**src/imc_pkg.sv**
```systemverilog
/*
  imc_pkg: constants and types for the input multiplexer and
  sampling phase control of a sixteen-converter front end.
  Assumes one system clock and a synchronous active-high reset.
*/
package imc_pkg;

  // ------------------------------------------------------------
  // sizes
  // ------------------------------------------------------------
  localparam int NUM_CONV    = 16;
  localparam int NUM_PINS    = 32;
  localparam int PIN_W       = 5;
  localparam int PHASE_W     = 2;
  localparam int SYNC_STAGES = 3;

  // ------------------------------------------------------------
  // reset values and phase step
  // ------------------------------------------------------------
  localparam logic [PHASE_W-1:0]  PHASE_RST  = 2'h0;
  localparam logic [PHASE_W-1:0]  PHASE_STEP = 2'h1;
  localparam logic [NUM_CONV-1:0] SEL_RST    = 16'h0000;
  localparam logic [SYNC_STAGES-1:0] SYNC_RST = 3'h0;

  // ------------------------------------------------------------
  // input modes
  // ------------------------------------------------------------
  typedef enum logic [1:0] {
    imc_mode_16,
    imc_mode_32,
    imc_mode_8
  } imc_mode_t;

  localparam imc_mode_t MODE_RST = imc_mode_16;

endpackage

```
**src/imc_phase_if.sv**
```systemverilog
/*
  imc_phase_if: timing and held configuration shared from the
  phase generator to every converter lane.
  Assumes all signals run on the system clock.
*/
`timescale 1ns/10ps
interface imc_phase_if;
  import imc_pkg::*;

  imc_mode_t            mode;
  logic [PHASE_W-1:0]   phase;
  logic                 trig;
  logic                 synced;

  modport src  (output mode, output phase, output trig, output synced);
  modport lane (input mode, input phase, input trig, input synced);
endinterface

```
**src/imc_top.sv**
```systemverilog
/*
  imc_top: input multiplexer and odd/even sampling phase control
  for sixteen synchronous converters in 8, 16 or 32 input mode.
  Assumes sync_trigger arrives asynchronously on a pin; mode and
  selections come from the control port and stay static.
*/
// Summary of operation
// - sixteen converters sample together except in 8-input mode; mode picks 8, 16 or 32 inputs
// - each converter has odd and even circuits, converted alternately
// - all sampling windows come from the one system clock
// - pin pairs route to odd/even circuits by mode, pattern repeats
// - 16-input mode: one odd pin per converter, both circuits ping-pong
// - 16-input mode: per-converter bit moves it to the even pin
// - 32-input mode: two inputs per converter, each at half rate
// - 32-input mode: even input sampled one clock after odd input
// - 8-input mode: adjacent converters interleave, each on its own odd pin
// - sync trigger fixes which clock edges sample odd or even
// - 8-input mode converts at half clock, phase set by trigger
`timescale 1ns/10ps
module imc_top (
  // clock and reset
  input  wire logic                        clk,
  input  wire logic                        sys_rst,
  // configuration
  input  wire imc_pkg::imc_mode_t          input_mode,
  input  wire logic [imc_pkg::NUM_CONV-1:0] even_input_select_per_converter,
  // synchronisation pin
  input  wire logic                        sync_trigger,
  // sampling control
  output logic [imc_pkg::NUM_CONV-1:0]     odd_sample_strobe,
  output logic [imc_pkg::NUM_CONV-1:0]     even_sample_strobe,
  output logic [imc_pkg::NUM_CONV-1:0][imc_pkg::PIN_W-1:0] odd_pin_select,
  output logic [imc_pkg::NUM_CONV-1:0][imc_pkg::PIN_W-1:0] even_pin_select,
  // status
  output logic                             synced_reg,
  output logic                             config_pending_reg
);
  import imc_pkg::*;

  imc_phase_if ph ();

  logic [SYNC_STAGES-1:0] trig_sync_reg;
  logic                   trig_level_reg;
  logic                   trig_pulse;
  logic [PHASE_W-1:0]     phase_reg;
  logic [PHASE_W-1:0]     phase_next;
  imc_mode_t              mode_reg;
  imc_mode_t              mode_next;
  logic [NUM_CONV-1:0]    sel_reg;

  // ------------------------------------------------------------
  // trigger synchroniser and edge
  // ------------------------------------------------------------
  always_ff @(posedge clk) begin
    if (sys_rst) begin
      trig_sync_reg <= SYNC_RST;
    end else begin
      trig_sync_reg <= {trig_sync_reg[SYNC_STAGES-2:0], sync_trigger};
    end
  end

  // level changes once stages two and three agree
  always_ff @(posedge clk) begin
    if (sys_rst) begin
      trig_level_reg <= 1'b0;
    end else if (trig_sync_reg[1] == trig_sync_reg[2]) begin
      trig_level_reg <= trig_sync_reg[2];
    end
  end

  assign trig_pulse = trig_sync_reg[1] & trig_sync_reg[2] & ~trig_level_reg;

  // ------------------------------------------------------------
  // sampling phase counter
  // ------------------------------------------------------------
  always_comb begin
    if (trig_pulse) begin
      phase_next = PHASE_RST;
    end else begin
      phase_next = phase_reg + PHASE_STEP;
    end
  end

  always_ff @(posedge clk) begin
    if (sys_rst) begin
      phase_reg <= PHASE_RST;
    end else begin
      phase_reg <= phase_next;
    end
  end

  // ------------------------------------------------------------
  // held configuration
  // ------------------------------------------------------------
  always_comb begin
    unique case (input_mode)
      imc_mode_16: mode_next = imc_mode_16;
      imc_mode_32: mode_next = imc_mode_32;
      imc_mode_8:  mode_next = imc_mode_8;
      default:     mode_next = imc_mode_16;
    endcase
  end

  always_ff @(posedge clk) begin
    if (sys_rst) begin
      mode_reg <= MODE_RST;
      sel_reg  <= SEL_RST;
    end else if (trig_pulse) begin
      mode_reg <= mode_next;
      sel_reg  <= even_input_select_per_converter;
    end
  end

  always_ff @(posedge clk) begin
    if (sys_rst) begin
      synced_reg <= 1'b0;
    end else if (trig_pulse) begin
      synced_reg <= 1'b1;
    end
  end

  always_ff @(posedge clk) begin
    if (sys_rst) begin
      config_pending_reg <= 1'b0;
    end else begin
      config_pending_reg <= (mode_next != mode_reg)
        || (even_input_select_per_converter != sel_reg);
    end
  end

  assign ph.mode   = mode_reg;
  assign ph.phase  = phase_reg;
  assign ph.trig   = trig_pulse;
  assign ph.synced = synced_reg;

  // ------------------------------------------------------------
  // converter lanes
  // ------------------------------------------------------------
  for (genvar c = 0; c < NUM_CONV; c++) begin : g_lane
    imc_lane #(.LANE(c)) u_lane (
      .clk             (clk),
      .sys_rst         (sys_rst),
      .ph              (ph),
      .even_sel        (sel_reg[c]),
      .odd_strobe_reg  (odd_sample_strobe[c]),
      .even_strobe_reg (even_sample_strobe[c]),
      .odd_pin_reg     (odd_pin_select[c]),
      .even_pin_reg    (even_pin_select[c])
    );
  end
endmodule

```
**src/imc_lane.sv**
```systemverilog
/*
  imc_lane: odd and even sampling strobes and pin selection for
  one converter.
  Assumes phase and held mode from the shared phase interface.
*/
`timescale 1ns/10ps
module imc_lane #(
  parameter int LANE = 0
) (
  // clock and reset
  input  wire logic              clk,
  input  wire logic              sys_rst,
  // shared timing
  imc_phase_if.lane              ph,
  // per-converter control
  input  wire logic              even_sel,
  // sampling control
  output logic                   odd_strobe_reg,
  output logic                   even_strobe_reg,
  output logic [imc_pkg::PIN_W-1:0] odd_pin_reg,
  output logic [imc_pkg::PIN_W-1:0] even_pin_reg
);
  import imc_pkg::*;

  localparam logic [PIN_W-1:0] PIN_LO = PIN_W'(2 * LANE);
  localparam logic [PIN_W-1:0] PIN_HI = PIN_W'(2 * LANE + 1);
  localparam logic             PARITY = 1'(LANE % 2);

  logic             odd_next;
  logic             even_next;
  logic [PIN_W-1:0] odd_pin_next;
  logic [PIN_W-1:0] even_pin_next;

  // ------------------------------------------------------------
  // sampling phase per mode
  // ------------------------------------------------------------
  always_comb begin
    odd_next      = 1'b0;
    even_next     = 1'b0;
    odd_pin_next  = PIN_LO;
    even_pin_next = PIN_LO;
    unique case (ph.mode)
      imc_mode_8: begin
        // pair interleaves, each lane on its own odd pin, four circuits in turn
        odd_next  = (ph.phase == {1'b0, PARITY});
        even_next = (ph.phase == {1'b1, PARITY});
      end
      imc_mode_32: begin
        odd_next      = ~ph.phase[0];
        even_next     = ph.phase[0];
        even_pin_next = PIN_HI;
      end
      default: begin
        // both circuits ping-pong on one pin
        odd_next  = ~ph.phase[0];
        even_next = ph.phase[0];
        if (even_sel) begin
          odd_pin_next  = PIN_HI;
          even_pin_next = PIN_HI;
        end
      end
    endcase
  end

  always_ff @(posedge clk) begin
    if (sys_rst) begin
      odd_strobe_reg  <= 1'b0;
      even_strobe_reg <= 1'b0;
    end else begin
      odd_strobe_reg  <= odd_next & ph.synced;
      even_strobe_reg <= even_next & ph.synced;
    end
  end

  always_ff @(posedge clk) begin
    if (sys_rst) begin
      odd_pin_reg  <= PIN_LO;
      even_pin_reg <= PIN_LO;
    end else begin
      odd_pin_reg  <= odd_pin_next;
      even_pin_reg <= even_pin_next;
    end
  end
endmodule

```
**config.mk**
```make
export PLATFORM = sky130hd
export DESIGN_NAME = imc_top
export DESIGN_NICKNAME = d
export VERILOG_FILES = /design/src/imc_pkg.sv /design/src/imc_phase_if.sv /design/src/imc_top.sv /design/src/imc_lane.sv
export SDC_FILE = /design/constraint.sdc
export NUM_CORES = 1
export LEC_CHECK = 0
export ABC_CLOCK_PERIOD_IN_PS = 1700
export BUFFER_PORTS_ARGS = -buffer_cell sky130_fd_sc_hd__buf_2
export CAP_MARGIN = 20
export CORE_ASPECT_RATIO = 0.8
export CORE_UTILIZATION = 45
export CTS_BUF_LIST = sky130_fd_sc_hd__clkbuf_2 sky130_fd_sc_hd__clkbuf_4 sky130_fd_sc_hd__clkbuf_8
export DETAILED_ROUTE_END_ITERATION = 10
export GPL_TIMING_DRIVEN = 0
export PLACE_DENSITY_LB_ADDON = 0.2
export SYNTH_ARGS = -nofsm -noshare
export SYNTH_HDL_FRONTEND = slang
export SYNTH_HIERARCHICAL = 1
export SYNTH_SLANG_ARGS = --single-unit
```
**constraint.sdc**
```tcl
create_clock -name clk -period 1.7 [get_ports clk]
set_input_delay 0 -clock clk [delete_from_list [all_inputs] [get_ports clk]]
set_output_delay 0 -clock clk [all_outputs]
set_load 0.005 [all_outputs]
```
==> summary.md, run 1 <==
| Metric | Value |
|---|---|
| Min Tclk post-route | approximately 1600 ps |
| Min-delay src | sys_rst |
| Worst path max stage delay | slightly above 600 ps |
| HP Class | in -> reg |
| GRT Total Usage | 0.179 |
| HPWL Detailed | around 7700 um |
| Number of vias per cell | 4.10 |
| Final Util | 0.606 |
| Mapped Cells | 550 |
| Vias in the first global route | 3567 |
| VDD IR-drop max | roughly 360 uV |
| Die extent in y | around 98 um |
| Share of cells above drive strength 1 | 0.378 |
| Fin crit share | 0.919 |
| Overall Power | 4310 uW |
| Multi-input logic area | between 2000 and 3000 um2 |
| Drt first pass iters | 4 |
| Worst Setup End Kind | flop |
| Net count, final | a little over 800 |
| # IOs | about 220 |
| GRT overflow | 0 |
| Routed via count | about 3.8k |
| Combinational power share | 0.126 |
| Antenna-violating nets left | 0 |
| CP arrival | 1830 ps |
| Worst EP required | 1970 ps |
| RSZ-0062 raised after global routing | no |
| Reg power frac | 0.504 |
| Setup-failing EPs final | 0 |
| Worst-Skew Late Latency | around 360 ps |
| Pin count of the biggest net entering global routing | 51 |
| Cell Area, Synth | between 5000 and 6000 um2 |
| Slew HR | 0.345 |
| Flop2flop setup slack | about 140 ps |
| Crit Path Class | reg -> reg |
| Initial antenna violation count | 0 |
| Global-route wire length before repair | 17000 um |
| Max_cap viols | 0 |
| Initial DRC count | 108 |
| Count of cell types in the netlist | 30 |
| Clock Sinks | 90 |
| Status | finished clean |
| CTS Buf Count | 9 |
| Worst R2R End | g_lane[15].u_lane/even_strobe_reg |
| Floorplan core area | between 10000 and 15000 um2 |
| Syn. warnings | 6 |
| Nature of the critical path startpoint | flop |
| Sequential share of the synthesized area | 0.348 |
| Routability congestion estimate | just over 0.7 |
| Switch Pwr | about 1000 uW |
| Post-Syn Area per Cell | between 9 and 10 um2 |
| Area growth syn-to-layout | 29.0% |
| Clk root buf | clkbuf_8 |
| Worst-path clk slew | 90 ps |
| Filler cell count | 974 |
| Hold Crit Depth | 2 |
| Site row count | 34 |
| Crit-path max FO | 19 |
| Fin Clk Skew | between 10 and 15 ps |
| Crit path cell chain | buf_16 -> inv_1 -> ha_1 -> nor2b_1 -> nor3b_1 |
| Clock buffer depth | 2 |
| Pwr Density | between 600 and 700 nW/um2 |
| Number of post-CTS setup repair buffers | 0 |
| Sw Ratio | 0.234 |
| Final WL | ~10000 um |
| Bufs and invs on worst path | 2 |
| Internal power | approximately 3300 uW |
| Leakage power | 0.00322 uW |
| Slowest CP cell | dfxtp_2 |
| Antenna diodes | 0 |
| FMAX | between 0.6 and 0.7 GHz |
| H-tree levels | 3 |
| CTS tree | yes |
| Port bufs | between 80 and 90 |
| Fin. Hold Viols | 0 |
| Worst-margin pin slew | 983 ps |
| Worst r2r src | mode_reg[0] |
| Flops & latches, synth | 90 |
| Cell class contributing the biggest share of worst-path delay | flip-flops |
| Clock share of power | 0.370 |
| FF+latch area | about 1800 um2 |
| DRC | 0 |
| Worst Hold Slack | 291 ps |
| WL/cell | roughly 11 um |
| Pins Over Slew Limit | 0 |
| Cell depth of the worst flop-to-flop path | 5 |
| Worst Hold End | g_lane[0].u_lane/even_pin_reg[0] |
| Die X-Extent | ~120 um |
| Die area | approximately 12000 um2 |
| Starting density of the core | 0.470 |
==> cells in the mapped netlist <==
cell	instances	area, um2
ha_1	33	413
buf_4	128	961
nand2b_4	9	124
dfxtp_1	90	1800
a211oi_2	8	100
nand4_1	4	25.0
buf_6	2	22.5
o21ai_1	1	5.00
buf_12	1	20.0
or2_1	8	50.1
nand3b_1	17	128
nor4_1	1	6.26
nand2b_1	16	100
buf_8	1	15.0
mux2i_1	18	180
inv_1	32	120
nor3b_1	8	60.1
inv_8	1	11.3
xnor2_1	18	158
nor4b_1	8	70.1
a21oi_1	14	70.1
a21oi_2	21	184
nor2b_1	13	81.3
nor2_1	19	71.3
nor3_2	1	10.0
nand2_1	36	135
conb_1	30	113
nor3_1	1	5.00
nor4b_2	8	120
buf_2	3	15.0
==> worst max-delay path by stage <==
stage	from	end	slack, ps	depth (start not counted)
CTS	mode_reg[1]	g_lane[13].u_lane/odd_pin_reg[0]	80	4
finish	mode_reg[0]	g_lane[15].u_lane/even_strobe_reg	140	5
detailed placement	mode_reg[0]	g_lane[6].u_lane/even_pin_reg[0]	-120	5
global route	mode_reg[0]	g_lane[6].u_lane/even_pin_reg[0]	10	5
global placement	mode_reg[0]	g_lane[0].u_lane/even_pin_reg[0]	-380	4
floorplan	mode_reg[0]	g_lane[11].u_lane/odd_strobe_reg	40	4
==> layout by cell type, fill, tap and decap left out, drive strengths merged, types with 11 or more instances in the layout <==
cell type    instances
inv                 33
conb               128
a21oi               35
buf                225
nor2b               13
nor2                19
xnor2               18
nand2b              25
mux2i               18
clkbuf              11
dlygate4sd3         19
dfxtp               90
ha                  33
nand3b              17
nor4b               16
nand2               36
==> per-stage QoR <==
stage	TNS, ps	setup WS, ps	std cells	cell area (um2)
after global placement	-21960	-383	878	6150
after global routing	0	13.6	917	6680
after CTS	0	84.1	917	6670
after detailed placement	-2400	-120	882	6260
after floorplan	0	38.4	648	5540
final	0	138	917	6680
==> per-layer routing <==
| metal | vias to the layer above | global-route usage | part of all wire |
|---|---|---|---|
| li1 | 1938 | - | - |
| met1 | 1705 | 0.229 | 0.46 |
| met2 | 106 | 0.303 | 0.48 |
| met3 | 9 | 0.0415 | 0.052 |
| met4 | 0 | 0.0437 | 0.0090 |
| met5 | - | 0 | 0 |
==> layout make-up <==
cell class,instances,share of cell area
tap,144,0.0270
multi-input combinational,390,0.386
timing repair buffer,109,0.109
buffer,135,0.155
sequential,90,0.270
clock inverter,5,0.0118
inverter,33,0.0197
clock buffer,11,0.0208
==> power by group through the flow <==
stage	Combinational (uW)	Sequential, uW	Clock, uW
floorplan	384	2210	0
global placement	454	2230	0
detailed placement	492	2220	0
CTS	530	2170	1650
global route	592	2180	1740
finish	543	2170	1590
==> kinds of logic after synthesis <==
logic type                 Yosys count  synth area share
xor gates and xnor gates            18            0.0305
AOI/OAI and AO/OA                   44            0.0694
DFF                                 90             0.348
and+or+nand+nor                    149             0.191
muxes                               18            0.0348
other                               30            0.0218
buffers and inverters              168             0.225
adders and majority gates           33            0.0798
==> what timing repair did <==
item                                   in CTS  in global routing
resized for setup                           1                  1
hold buffers                               19                  0
setup endpoints to repair                  31                  6
endpoints found under the hold margin      19                  0
(Power assumes the default switching activity.)
==> inputs of run 2 (changes only) <==
--- a/config.mk
+++ b/config.mk
@@ -6,12 +6,12 @@
 export NUM_CORES = 1
 export LEC_CHECK = 0
 export ABC_CLOCK_PERIOD_IN_PS = 1700
-export BUFFER_PORTS_ARGS = -buffer_cell sky130_fd_sc_hd__buf_2
 export CAP_MARGIN = 20
 export CORE_ASPECT_RATIO = 0.8
 export CORE_UTILIZATION = 45
 export CTS_BUF_LIST = sky130_fd_sc_hd__clkbuf_2 sky130_fd_sc_hd__clkbuf_4 sky130_fd_sc_hd__clkbuf_8
 export DETAILED_ROUTE_END_ITERATION = 10
+export DONT_BUFFER_PORTS = 1
 export GPL_TIMING_DRIVEN = 0
 export PLACE_DENSITY_LB_ADDON = 0.2
 export SYNTH_ARGS = -nofsm -noshare
==> summary.md, run 2 (synthesized netlist as in run 1, its figures left out) <==
| Metric | Value |
|---|---|
| Min-delay src | even_input_select_per_converter[7] (was sys_rst) |
| GRT Total Usage | 0.179 (about the same) |
| Most frequent cells in the layout | buf_4, conb_1, dfxtp_1, nand2_1, ha_1 (was buf_4, conb_1, buf_2, dfxtp_1, nand2_1) |
| Crit Path Class | reg -> reg (unchanged) |
| Die area | 11900 um2 (unchanged) |
| Pwr Density | 660 nW/um2 (was 646 nW/um2) |
| Fin Setup TNS | 0 ps (unchanged) |
| Die X-Extent | 122 um (unchanged) |
| Routed via count | 3454 (was 3758) |
| Net count, final | 739 (was 822) |
| Sw Ratio | 0.241 (was 0.234) |
| GRT overflow | 0 (unchanged) |
| Pin count of the biggest net entering global routing | 51 (unchanged) |
| Initial antenna violation count | 0 (unchanged) |
| Number of post-CTS setup repair buffers | 0 (unchanged) |
| Clock buffer depth | 2 (unchanged) |
| Final instance area | 6260 um2 (was 6680 um2) |
| Filler cell count | 933 (was 974) |
| Reg power frac | 0.525 (was 0.504) |
| Worst R2R End | g_lane[11].u_lane/odd_pin_reg[0] (was g_lane[15].u_lane/even_strobe_reg) |
| Min Tclk post-route | 1450 ps (was 1560 ps) |
| Port bufs | 0 (was 86) |
| HP Class | in -> reg (unchanged) |
| Setup-failing EPs final | 0 (unchanged) |
| Starting density of the core | 0.470 (unchanged) |
| H-tree levels | 3 (unchanged) |
| CTS tree | yes (unchanged) |
| Antenna diodes | 0 (unchanged) |
| Share of cells above drive strength 1 | 0.300 (was 0.378) |
| Antenna-violating nets left | 0 (unchanged) |
| # IOs | 215 (unchanged) |
| DRC | 0 (unchanged) |
| Leakage power | 0.00277 uW (was 0.00322 uW) |
| Clk root buf | clkbuf_8 (unchanged) |
| WL/cell | 12.3 um (was 11.4 um) |
| Status | finished clean (unchanged) |
| Global-route wire length before repair | 16500 um (was 17000 um) |
| Internal power | 3140 uW (was 3300 uW) |
| VDD IR-drop max | 383 uV (was 361 uV) |
| RSZ-0062 raised after global routing | no (unchanged) |
| Clock Sinks | 90 (unchanged) |
| Nature of the critical path startpoint | flop (unchanged) |
| Worst-margin pin slew | 948 ps (was 983 ps) |
| Slew HR | 0.368 (was 0.345) |
| Vias in the first global route | 3221 (was 3567) |
| Worst r2r src | mode_reg[1] (was mode_reg[0]) |
| CP arrival | 1700 ps (was 1830 ps) |
| Cell depth of the worst flop-to-flop path | 4 (was 5) |
| FMAX | 0.688 GHz (was 0.640 GHz) |
| Site row count | 34 (unchanged) |
| Switch Pwr | 997 uW (was 1010 uW) |
| Initial DRC count | 130 (was 108) |
| Drt first pass iters | 4 (unchanged) |
| Fin crit share | 0.856 (was 0.919) |
| Worst Setup End Kind | flop (unchanged) |
| Routability congestion estimate | 0.815 (was 0.717) |
| Final WL | 10300 um (was 10400 um) |
| CTS Buf Count | 9 (unchanged) |
| Number of vias per cell | 4.14 (was 4.10) |
| Clock share of power | 0.348 (was 0.370) |
| Crit-path max FO | 18 (was 19) |
| Pins Over Slew Limit | 0 (unchanged) |
| Max_cap viols | 0 (unchanged) |
| Final Util | 0.568 (was 0.606) |
| Area growth syn-to-layout | 21.0% (was 29.0%) |
| Combinational power share | 0.126 (about the same) |
| Die extent in y | 97.9 um (unchanged) |
| Flop2flop setup slack | 250 ps (was 140 ps) |
| HPWL Detailed | 7420 um (was 7650 um) |
| Area after DPL | 5830 um2 (was 6260 um2) |
| Fin. Hold Viols | 0 (unchanged) |
| Worst EP required | 1940 ps (was 1970 ps) |
| Floorplan core area | 11000 um2 (unchanged) |
| Worst-Skew Late Latency | 370 ps (was 360 ps) |
| Fin Clk Skew | 14.8 ps (was 10.3 ps) |
| Worst-path clk slew | 80 ps (was 90 ps) |
| Hold Crit Depth | 4 (was 2) |
| Worst Hold End | config_pending_reg (was g_lane[0].u_lane/even_pin_reg[0]) |
-- run 2: cell types whose count changed in the layout (fill, tap and decap cells not counted), sizes merged --
| cell | before | now |
|---|---|---|
| buf | 225 | 140 |
| bufinv | 2 | 1 |
| clkinv | 3 | 2 |
| clkinvlp | 0 | 2 |
| dlygate4sd3 | 19 | 21 |
-- run 2: through the flow --
stage / instances / power (uW) / worst slack (ps) / hold WS, ps
after floorplan: 648 / 2600 / 38.4 / 72.4
after global placement: 792 / 2630 / -380 / 82.0
after detailed placement: 796 / 2660 / -102 / 79.2
after CTS: 834 / 4180 / 138 / 2.49
after global routing: 834 / 4330 / 73.9 / 26.0
final: 834 / 4130 / 246 / 21.5
-- run 2: repair_timing --
item | in CTS | in global routing
gates resized for setup | 2 | 1
hold buffers | 22 | 0
endpoints found under the hold margin | 88 | 0
cloned | 0 | 0
setup endpoints to repair | 30 | 2
-- run 2: routing by layer --
metal | share of wire | track usage | wire (um)
met1 | 0.45 | 0.222 | 4600
met2 | 0.48 | 0.296 | 4920
met3 | 0.066 | 0.0543 | 678
met4 | 0.0097 | 0.0513 | 100
met5 | 0 | 0 | 0
-- run 2: critical path, stage by stage, from the launching register on --
cell     delay, ps
dfxtp_2        590
buf_16         200
inv_1           50
ha_1           180
nor4b_1        320
-- run 2: power by group through the flow --
stage	clock (uW)	combinational (uW)	sequential, uW
floorplan	0	384	2210
global placement	0	398	2230
detailed placement	0	432	2220
CTS	1500	506	2170
global route	1590	569	2180
finish	1440	521	2170
-- run 2: worst max-delay path by stage --
stage / to / slack [ps] / cells past startpoint / startpoint
3_5_place_dp: g_lane[15].u_lane/odd_strobe_reg / -100 / 5 / mode_reg[0]
3_3_place_gp: g_lane[15].u_lane/even_strobe_reg / -380 / 4 / mode_reg[0]
4_1_cts: g_lane[1].u_lane/odd_strobe_reg / 140 / 5 / mode_reg[0]
5_1_grt: g_lane[7].u_lane/odd_pin_reg[0] / 70 / 4 / mode_reg[1]
6_report: g_lane[11].u_lane/odd_pin_reg[0] / 250 / 4 / mode_reg[1]
2_1_floorplan: g_lane[11].u_lane/odd_strobe_reg / 40 / 4 / mode_reg[0]
-- run 2: area by class of cell --
cell class | count | area [um2] | share of cell area
clock inverters | 5 | 55.1 | 0.00879
clock buffers | 11 | 139 | 0.0222
well taps | 144 | 180 | 0.0288
inverters | 33 | 131 | 0.0210
repair buffers | 26 | 340 | 0.0543
multi-input cells | 390 | 2580 | 0.411
plain buffers | 135 | 1030 | 0.165
flip-flops and latches | 90 | 1810 | 0.289
